### src/include/sbt_pkg.sv
// Shared constants and types of the serial bus arbiter timer.
// Assumes a 32-bit classic Wishbone slave port with byte addresses.
`default_nettype none
package sbt_pkg;
  // Bus shape
  localparam int unsigned ADR_W = 8;
  localparam int unsigned DAT_W = 32;
  localparam int unsigned SEL_W = 4;
  // Register byte offsets
  localparam logic [ADR_W-1:0] ADR_CTRL = 8'h00;
  localparam logic [ADR_W-1:0] ADR_DATA = 8'h04;
  localparam logic [ADR_W-1:0] ADR_CFG = 8'h08;
  // Field positions in the written word
  localparam int unsigned CTRL_MODE_HI_BIT = 7;
  localparam int unsigned CTRL_MODE_LO_BIT = 6;
  localparam int unsigned CTRL_ACLK_BIT = 4;
  localparam int unsigned CFG_SRC_BIT = 0;
  // Counter shape
  localparam int unsigned CNT_W = 9;
  // Arbitration sample points
  localparam logic [CNT_W-1:0] ARB_SAMPLE_BUS = 9'h038;
  localparam logic [CNT_W-1:0] ARB_SAMPLE_PRE = 9'h008;
  // Bus clock divided by four
  localparam logic [1:0] BUS_DIV_LAST = 2'h3;
  // Reset values
  localparam logic [1:0] MODE_RST = 2'h0;
  localparam logic ACLK_RST = 1'b0;
  localparam logic CFG_SRC_RST = 1'b0;
  localparam logic TX_PIN_RST = 1'b1;
  localparam logic [DAT_W-1:0] DAT_RST = 32'h0000_0000;

  typedef enum logic [1:0] {
    SBT_MODE_IDLE = 2'b00,
    SBT_MODE_MEAS = 2'b01,
    SBT_MODE_ARB = 2'b10,
    SBT_MODE_RSVD = 2'b11
  } sbt_mode_t;

  // Read view of the control register, bit 7 first
  typedef struct packed {
    logic mode_hi;
    logic mode_lo;
    logic lost;
    logic aclk;
    logic fin;
    logic run;
    logic ovf;
    logic msb;
  } sbt_ctrl_t;

  // Wishbone classic request from the master
  typedef struct packed {
    logic cyc;
    logic stb;
    logic we;
    logic [ADR_W-1:0] adr;
    logic [SEL_W-1:0] sel;
    logic [DAT_W-1:0] dat;
  } sbt_wb_req_t;
endpackage : sbt_pkg
`default_nettype wire

### src/rtl/sbt_arbiter_timer.sv
// Serial bus arbiter timer: 9-bit counter for bit time, break and bus arbitration.
// Assumes tx_data_i and osc_tick_i come from logic on core_clk_i; rxd_pin_i is a pin.
//
// Functional notes
// - Nine-bit counter with a separate overflow flag, steered by the control register.
// - Mode 00 idle and reset, 01 bit time measurement, 10 bus arbitration.
// - Both mode bits read and write; reset clears them to idle.
// - Lost flag read-only; cleared by writing zero to upper mode bit or reset.
// - Clock select set: half prescaler output; clear: bus clock divided by four.
// - Prescaler input is bus clock or oscillator ticks, chosen by a config bit.
// - Any control write clears the whole counter; finished and overflow flags clear unless set in the same cycle.
// - Running flag high exactly while the counter counts; reset clears it.
// - Overflow flag sets on counter overflow and stays until control write or reset.
// - In mode 00 the counter is held at zero and idle.
// - Counter MSB reads in control register; low eight bits in data register.
// - Measurement, select clear: start on receive falling edge, stop on next one.
// - Measurement, select clear: finished flag sets on the second falling edge.
// - Measurement, select set: start when receive low, stop on next rising edge.
// - Select set with receive already low at enable: counting begins at once.
// - Arbitration mode: counter restarts on each rising transmit data edge.
// - Arbitration: sample receive at count 38h or 08h; low sets lost flag.
// - While lost flag is set the transmit pin is forced high.
// - Transmit low before receive low resets counter; resume on next rising edge.
`default_nettype none
module sbt_arbiter_timer #(
  parameter int unsigned PRESC_DIV = 1
) (
  // Clock and reset
  input wire logic core_clk_i,
  input wire logic arst_n_i,
  // Wishbone slave
  input wire sbt_pkg::sbt_wb_req_t wb_req_i,
  output logic [sbt_pkg::DAT_W-1:0] wb_dat_o,
  output logic wb_ack_o,
  // Serial side
  input wire logic rxd_pin_i,
  input wire logic tx_data_i,
  input wire logic osc_tick_i,
  output logic tx_pin_o
);
  import sbt_pkg::*;

  localparam int unsigned PW = (PRESC_DIV > 1) ? $clog2(PRESC_DIV) : 1;

  generate
    if (PRESC_DIV < 1) begin : g_bad_div
      $error("PRESC_DIV must be at least one");
    end
  endgenerate

  // Counter increment with carry out
  function automatic logic [CNT_W:0] inc_cnt(input logic [CNT_W-1:0] v);
    inc_cnt = {1'b0, v} + 10'h001;
  endfunction

  logic ack_ff;
  logic [DAT_W-1:0] dat_ff;
  logic [1:0] mode_ff;
  logic aclk_ff;
  logic src_sel_ff;
  logic rx_meta_ff;
  logic rx_sync_ff;
  logic rx_prev_ff;
  logic tx_prev_ff;
  logic [1:0] bus_div_ff;
  logic [PW-1:0] presc_cnt_ff;
  logic presc_half_ff;
  logic [CNT_W-1:0] cnt_ff;
  logic run_ff;
  logic fin_ff;
  logic ovf_ff;
  logic lost_ff;
  logic tx_pin_ff;

  sbt_mode_t mode;
  logic bus_req;
  logic wr_ctrl;
  logic wr_cfg;
  logic [DAT_W-1:0] nxt_dat;
  sbt_ctrl_t ctrl_view;
  logic rx_fall;
  logic rx_rise;
  logic tx_rise;
  logic tx_fall;
  logic bus_tick;
  logic src_tick;
  logic presc_tick;
  logic half_tick;
  logic cnt_tick;
  logic [CNT_W:0] cnt_inc;
  logic cnt_step;
  logic [CNT_W-1:0] samp_val;
  logic held_idle;
  logic sample_hit;
  logic lost_set;
  logic meas_start;
  logic meas_stop;
  logic arb_start;
  logic arb_abort;
  logic ovf_set;
  logic lost_clr;

  assign mode = sbt_mode_t'(mode_ff);

  // Bus slave: one wait state, write lands at the acknowledged edge
  assign bus_req = wb_req_i.cyc & wb_req_i.stb;
  assign wr_ctrl = bus_req & ack_ff & wb_req_i.we & (wb_req_i.adr == ADR_CTRL) & wb_req_i.sel[0];
  assign wr_cfg = bus_req & ack_ff & wb_req_i.we & (wb_req_i.adr == ADR_CFG) & wb_req_i.sel[0];

  always_ff @(posedge core_clk_i or negedge arst_n_i) begin
    if (!arst_n_i) begin
      ack_ff <= 1'b0;
    end else begin
      ack_ff <= bus_req & ~ack_ff;
    end
  end

  always_comb begin
    ctrl_view.mode_hi = mode_ff[1];
    ctrl_view.mode_lo = mode_ff[0];
    ctrl_view.lost = lost_ff;
    ctrl_view.aclk = aclk_ff;
    ctrl_view.fin = fin_ff;
    ctrl_view.run = run_ff;
    ctrl_view.ovf = ovf_ff;
    ctrl_view.msb = cnt_ff[CNT_W-1];
    nxt_dat = DAT_RST;
    unique case (wb_req_i.adr)
      ADR_CTRL: nxt_dat[7:0] = ctrl_view;
      ADR_DATA: nxt_dat[7:0] = cnt_ff[7:0];
      ADR_CFG: nxt_dat[CFG_SRC_BIT] = src_sel_ff;
      default: nxt_dat = DAT_RST;
    endcase
  end

  // Unmapped reads answer zero
  always_ff @(posedge core_clk_i or negedge arst_n_i) begin
    if (!arst_n_i) begin
      dat_ff <= DAT_RST;
    end else if (bus_req & ~ack_ff) begin
      dat_ff <= nxt_dat;
    end
  end

  // Software controls
  always_ff @(posedge core_clk_i or negedge arst_n_i) begin
    if (!arst_n_i) begin
      mode_ff <= MODE_RST;
      aclk_ff <= ACLK_RST;
    end else if (wr_ctrl) begin
      mode_ff <= {wb_req_i.dat[CTRL_MODE_HI_BIT], wb_req_i.dat[CTRL_MODE_LO_BIT]};
      aclk_ff <= wb_req_i.dat[CTRL_ACLK_BIT];
    end
  end

  always_ff @(posedge core_clk_i or negedge arst_n_i) begin
    if (!arst_n_i) begin
      src_sel_ff <= CFG_SRC_RST;
    end else if (wr_cfg) begin
      src_sel_ff <= wb_req_i.dat[CFG_SRC_BIT];
    end
  end

  // Receive pin synchroniser and edge history
  always_ff @(posedge core_clk_i or negedge arst_n_i) begin
    if (!arst_n_i) begin
      rx_meta_ff <= 1'b1;
      rx_sync_ff <= 1'b1;
      rx_prev_ff <= 1'b1;
      tx_prev_ff <= 1'b1;
    end else begin
      rx_meta_ff <= rxd_pin_i;
      rx_sync_ff <= rx_meta_ff;
      rx_prev_ff <= rx_sync_ff;
      tx_prev_ff <= tx_data_i;
    end
  end

  assign rx_fall = rx_prev_ff & ~rx_sync_ff;
  assign rx_rise = ~rx_prev_ff & rx_sync_ff;
  assign tx_rise = ~tx_prev_ff & tx_data_i;
  assign tx_fall = tx_prev_ff & ~tx_data_i;

  // Counter clock enables
  always_ff @(posedge core_clk_i or negedge arst_n_i) begin
    if (!arst_n_i) begin
      bus_div_ff <= 2'h0;
    end else begin
      bus_div_ff <= bus_div_ff + 2'h1;
    end
  end

  assign bus_tick = (bus_div_ff == BUS_DIV_LAST);
  assign src_tick = src_sel_ff ? osc_tick_i : 1'b1;
  assign presc_tick = src_tick & (presc_cnt_ff == PW'(PRESC_DIV - 1));

  always_ff @(posedge core_clk_i or negedge arst_n_i) begin
    if (!arst_n_i) begin
      presc_cnt_ff <= '0;
      presc_half_ff <= 1'b0;
    end else if (src_tick) begin
      presc_cnt_ff <= presc_tick ? '0 : presc_cnt_ff + PW'(1);
      presc_half_ff <= presc_half_ff ^ presc_tick;
    end
  end

  assign half_tick = presc_tick & presc_half_ff;
  assign cnt_tick = aclk_ff ? half_tick : bus_tick;

  // Counter events
  assign cnt_inc = inc_cnt(cnt_ff);
  assign cnt_step = run_ff & cnt_tick;
  assign samp_val = aclk_ff ? ARB_SAMPLE_PRE : ARB_SAMPLE_BUS;
  assign held_idle = (mode == SBT_MODE_IDLE) | (mode == SBT_MODE_RSVD);
  assign sample_hit = (mode == SBT_MODE_ARB) & cnt_step & (cnt_inc[CNT_W-1:0] == samp_val);
  assign lost_set = sample_hit & ~rx_sync_ff;
  assign meas_start = (mode == SBT_MODE_MEAS) & ~run_ff & ~fin_ff &
                      (aclk_ff ? ~rx_sync_ff : rx_fall);
  assign meas_stop = (mode == SBT_MODE_MEAS) & run_ff & (aclk_ff ? rx_rise : rx_fall);
  assign arb_start = (mode == SBT_MODE_ARB) & tx_rise;
  assign arb_abort = (mode == SBT_MODE_ARB) & tx_fall & ~lost_ff;
  assign ovf_set = cnt_step & cnt_inc[CNT_W];
  assign lost_clr = wr_ctrl & ~wb_req_i.dat[CTRL_MODE_HI_BIT];

  // Count and run state; a control write wins over every start
  always_ff @(posedge core_clk_i or negedge arst_n_i) begin
    if (!arst_n_i) begin
      cnt_ff <= '0;
      run_ff <= 1'b0;
    end else if (wr_ctrl | held_idle) begin
      cnt_ff <= '0;
      run_ff <= 1'b0;
    end else if (arb_start) begin
      cnt_ff <= '0;
      run_ff <= 1'b1;
    end else if (arb_abort) begin
      cnt_ff <= '0;
      run_ff <= 1'b0;
    end else if (meas_start) begin
      cnt_ff <= '0;
      run_ff <= 1'b1;
    end else if (meas_stop) begin
      run_ff <= 1'b0;
    end else if (sample_hit) begin
      // Count freezes at the sample point until a rising transmit edge, or a falling one while lost is clear
      cnt_ff <= cnt_inc[CNT_W-1:0];
      run_ff <= 1'b0;
    end else if (cnt_step) begin
      cnt_ff <= cnt_inc[CNT_W-1:0];
    end
  end

  // Sticky flags: a hardware set beats a clear in the same cycle
  always_ff @(posedge core_clk_i or negedge arst_n_i) begin
    if (!arst_n_i) begin
      fin_ff <= 1'b0;
      ovf_ff <= 1'b0;
    end else begin
      fin_ff <= meas_stop | (fin_ff & ~wr_ctrl);
      ovf_ff <= ovf_set | (ovf_ff & ~wr_ctrl);
    end
  end

  always_ff @(posedge core_clk_i or negedge arst_n_i) begin
    if (!arst_n_i) begin
      lost_ff <= 1'b0;
    end else begin
      lost_ff <= lost_set | (lost_ff & ~lost_clr);
    end
  end

  // One cycle late against tx_data_i, so the pin comes from a flop
  always_ff @(posedge core_clk_i or negedge arst_n_i) begin
    if (!arst_n_i) begin
      tx_pin_ff <= TX_PIN_RST;
    end else begin
      tx_pin_ff <= tx_data_i | lost_ff;
    end
  end

  assign wb_dat_o = dat_ff;
  assign wb_ack_o = ack_ff;
  assign tx_pin_o = tx_pin_ff;
endmodule : sbt_arbiter_timer
`default_nettype wire

### config.mk
export PLATFORM = sky130hd
export DESIGN_NAME = sbt_arbiter_timer
export DESIGN_NICKNAME = d
export VERILOG_FILES = /design/src/include/sbt_pkg.sv /design/src/rtl/sbt_arbiter_timer.sv
export SDC_FILE = /design/constraint.sdc
export NUM_CORES = 1
export LEC_CHECK = 0
export ABC_AREA = 1
export BUFFER_PORTS_ARGS = -buffer_cell sky130_fd_sc_hd__buf_2
export CAP_MARGIN = 20
export CORE_ASPECT_RATIO = 1.25
export CORE_UTILIZATION = 48
export CTS_CLUSTER_DIAMETER = 30
export DETAILED_ROUTE_END_ITERATION = 8
export GPL_TIMING_DRIVEN = 0
export PLACE_DENSITY = 0.89
export SETUP_SLACK_MARGIN = 0.5
export SYNTH_ARGS = -nofsm -noshare
export SYNTH_HDL_FRONTEND = slang
export SYNTH_SLANG_ARGS = --single-unit
### constraint.sdc
create_clock -name core_clk_i -period 1.7 [get_ports core_clk_i]
set_input_delay 0.34 -clock core_clk_i [delete_from_list [all_inputs] [get_ports core_clk_i]]
set_output_delay 0.34 -clock core_clk_i [all_outputs]
set_load 0.03 [all_outputs]
==> results.yml <==
grt:
  grt_pass1_vias: 1900
  grt_start_max_net_pins: 36
  grt_pass1_wl_um: 7645
  met1_usage_pct: 22.14
  antenna_found_initial: 0
  grtUsageMet2_pct: 43.83
  overflow: 0
  grtUsageTotal_pct: 22.64
  met3_usage_pct: 4.244
  grt.busiest_layer: "met2"
finish:
  seq_area_um2: 884.6
  multiInputGateArea_um2: 1055
  nNetsFinal: 414
  drive_above_1_share_pct: 36.59
  fill_cells: 322
  num_antenna_cells: 0
  syn2layout_area_growth_pct: 34.95
  stdcell_area_um2: 2816
timing:
  post-route-period-util_pct: 93.34
  max_freq_ghz: 0.6302
  clock_skew_ps: 5.999
  min_period_ps: 1587
  slew_headroom_pct: 48.27
  setup_tns_ps: 0
  hold_violations: 0
  rsz0062_at_grt: "yes"
  setup_viol: 0
  maxSlewViolCount: 0
  worst_pin_slew_ps: 775.9
drt:
  drc: 0
  wirelength_um: 5180
  routedWlPerCell_um: 12.51
  route.vias.total: 2070
  ant_nets: 0
  vias_per_cell: 5.000
  firstDrtPassIters: 4
  drt_iter0_drc: 84
synth:
  synth_cell_types: 26
  synthesis.area_um2: 2087
  syn_inst: 276
  synth_fa_ha_area_share_pct: 2.998
  ys_seq_elements: 35
  synth_xor_area_share_pct: 0
  ys_seq_area_share_pct: 42.27
  synth_compound_area_share_pct: 8.393
  muxShareOfSynthArea_pct: 0
  ys_warn_count: 0
  synth-simple-area-share_pct: 30.88
  syn_area_per_cell_um2: 7.562
  synth_top_family_by_area: "simple AND/OR/NAND/NOR gates"
worst_setup_path:
  critPathKind: "reg -> reg"
  end_kind: "register"
  start_kind: "register"
  required_ps: 1880
  arrival_ps: 1760
  cp_max_fo: 6
pwr:
  power_leakage_uw: 0.001382
  ir_worst_vdd_mv: 0.4280
  powerDensity_nw_per_um2: 750.1
placement:
  io_buffer_count: 30
  gp_congestion: 0.9201
  dpl_cell_area_um2: 2410
  hpwl_um: 3388
clocking:
  clock-root-buffer: "clkbuf_8"
  cts_buffers: 5
  clkLatencyLatePin_ps: 300
  clkTransAtPathRegs_ps: 80
  cts_tree: "done"
  cts_buffer_depth: 2
  h-tree-depth: 2
  clock-sinks: 35
run:
  cap_viol_max_count: 0
status:
  outcome: "complete, no violations"
floorplan:
  ios: 86
  die_h_um: 75.72
  coreArea_um2: 4131
  start_util_pct: 50.51
  num_rows: 26
  fp.dieArea_um2: 4617
  die_w_um: 60.98
worst_hold_path:
  min_path_type: "in -> async"
-- area by class of cell --
class / instances / area share [%]
tap: 56 / 2.488
clock buffer: 5 / 2.443
inverter: 33 / 4.576
timing repair inverter: 1 / 0.1333
timing repair buffer: 49 / 12.62
buffer: 26 / 7.197
sequential: 35 / 31.41
clock inverter: 3 / 1.688
multi-input combinational: 206 / 37.45
-- through the flow --
stage                     hold slack (ps)  instances  utilization, %  setup slack (ps)  power [uW]
final                               117.3        414           68.17             113.2        2113
after global routing                128.0        414           68.17             4.258        2199
after CTS                           132.2        404           64.29             108.8        2051
after detailed placement            353.1        385           58.33             57.99        1245
after global placement              345.5        385           58.33             75.63        1236
after floorplan                     44.41        299               -             291.9        1156
-- worst paths after layout --
path	cells after the start	start	end	slack, ps
setup / recovery	12	src_sel_ff$_DFFE_PN0P_	cnt_ff[6]$_DFFE_PN0P_	110
min in group core_clk_i	1	rxd_pin_i	rx_meta_ff$_DFF_PN1_	140
max in group asynchronous	1	arst_n_i	wb_ack_o$_DFF_PN0_	1050
hold reg to reg	0	rx_meta_ff$_DFF_PN1_	rx_sync_ff$_DFF_PN1_	360
setup reg to reg	12	src_sel_ff$_DFFE_PN0P_	cnt_ff[6]$_DFFE_PN0P_	110
hold / removal	1	arst_n_i	cnt_ff[4]$_DFFE_PN0P_	120
-- power breakdown --
part	total, uW	internal, uW	switching (uW)
Clock	781	444	337
Combinational	425	179	246
Sequential	907	879	28.1
Total	2110	1500	611
-- registers in the layout (all words and copies together), names as in the netlist, 2 cells and up --
| name | count |
|---|---|
| bus_div_ff | 2 |
| mode | 2 |
| cnt_ff | 9 |
| wb_dat_o | 8 |
-- cell usage after synthesis --
cell | count | area, um^2
nand2_1 | 72 | 270.3
nor2_1 | 33 | 123.9
dfrtp_1 | 30 | 750.7
inv_1 | 28 | 105.1
buf_4 | 25 | 187.7
nand3_1 | 13 | 65.06
a21oi_1 | 10 | 50.05
nand4_1 | 10 | 62.56
o21ai_0 | 10 | 50.05
a31oi_1 | 7 | 43.79
nand2_2 | 6 | 37.54
dfstp_2 | 5 | 131.4
ha_1 | 5 | 62.56
inv_2 | 4 | 15.01
nor2_2 | 4 | 25.02
a21oi_2 | 2 | 17.52
nor2_4 | 2 | 22.52
nor3_1 | 2 | 10.01
buf_2 | 1 | 5.000
conb_1 | 1 | 3.750
inv_4 | 1 | 6.260
nand2_4 | 1 | 11.26
nand3_2 | 1 | 10.01
nor4_1 | 1 | 6.260
o21ai_1 | 1 | 5.000
o21ai_2 | 1 | 8.760
-- logic make-up (layout without fill, tap and decap cells) --
kind of cell | after synthesis | after routing
AO/OA/AOI/OAI | 31 | 31
adder cells (fa/ha/maj) | 5 | 5
buffers and inverters | 59 | 117
flip-flops | 35 | 35
other | 1 | 24
AND/OR/NAND/NOR | 145 | 146
-- timing repair --
item,CTS,global route
pin swaps,4,6
cloned,2,1
hold buffers,0,0
setup buffers,9,9
gates resized for setup,18,31
endpoints found under the setup margin,27,32
-- worst max-delay path, stage by stage (launching register included) --
cell     delay (ps)
dfrtp_1         390
inv_2            70
nor2_2           40
nor2_1           80
ha_1            150
inv_1            50
nand2_2          70
nand2_2          70
nor2_4          140
nand2_4         120
buf_4           160
nand2_1          50
a21oi_1          70
-- layer usage --
layer	wire, um	up-vias
met1	1873	945
met3	315	23
met5	0	-
li1	-	991
met4	208	0
met2	2782	111
-- cells in the final DEF, fill, tap and decap left out, types with 3 or more instances in the layout --
cell type  instances
inv_2              8
buf_4             43
nor2_2             5
conb_1            24
o21ai_1            4
a31oi_1            7
nand3_1           12
ha_1               3
nand2_2           10
nor2_1            29
nand2_1           67
clkbuf_8           5
nand4_1           10
inv_1             25
dfstp_2            5
buf_2             20
nand2_4            3
buf_6             12
a21oi_1           10
nor2_4             5
o21ai_0            6
dfrtp_1           28
Power figures use the tool's default switching activity.
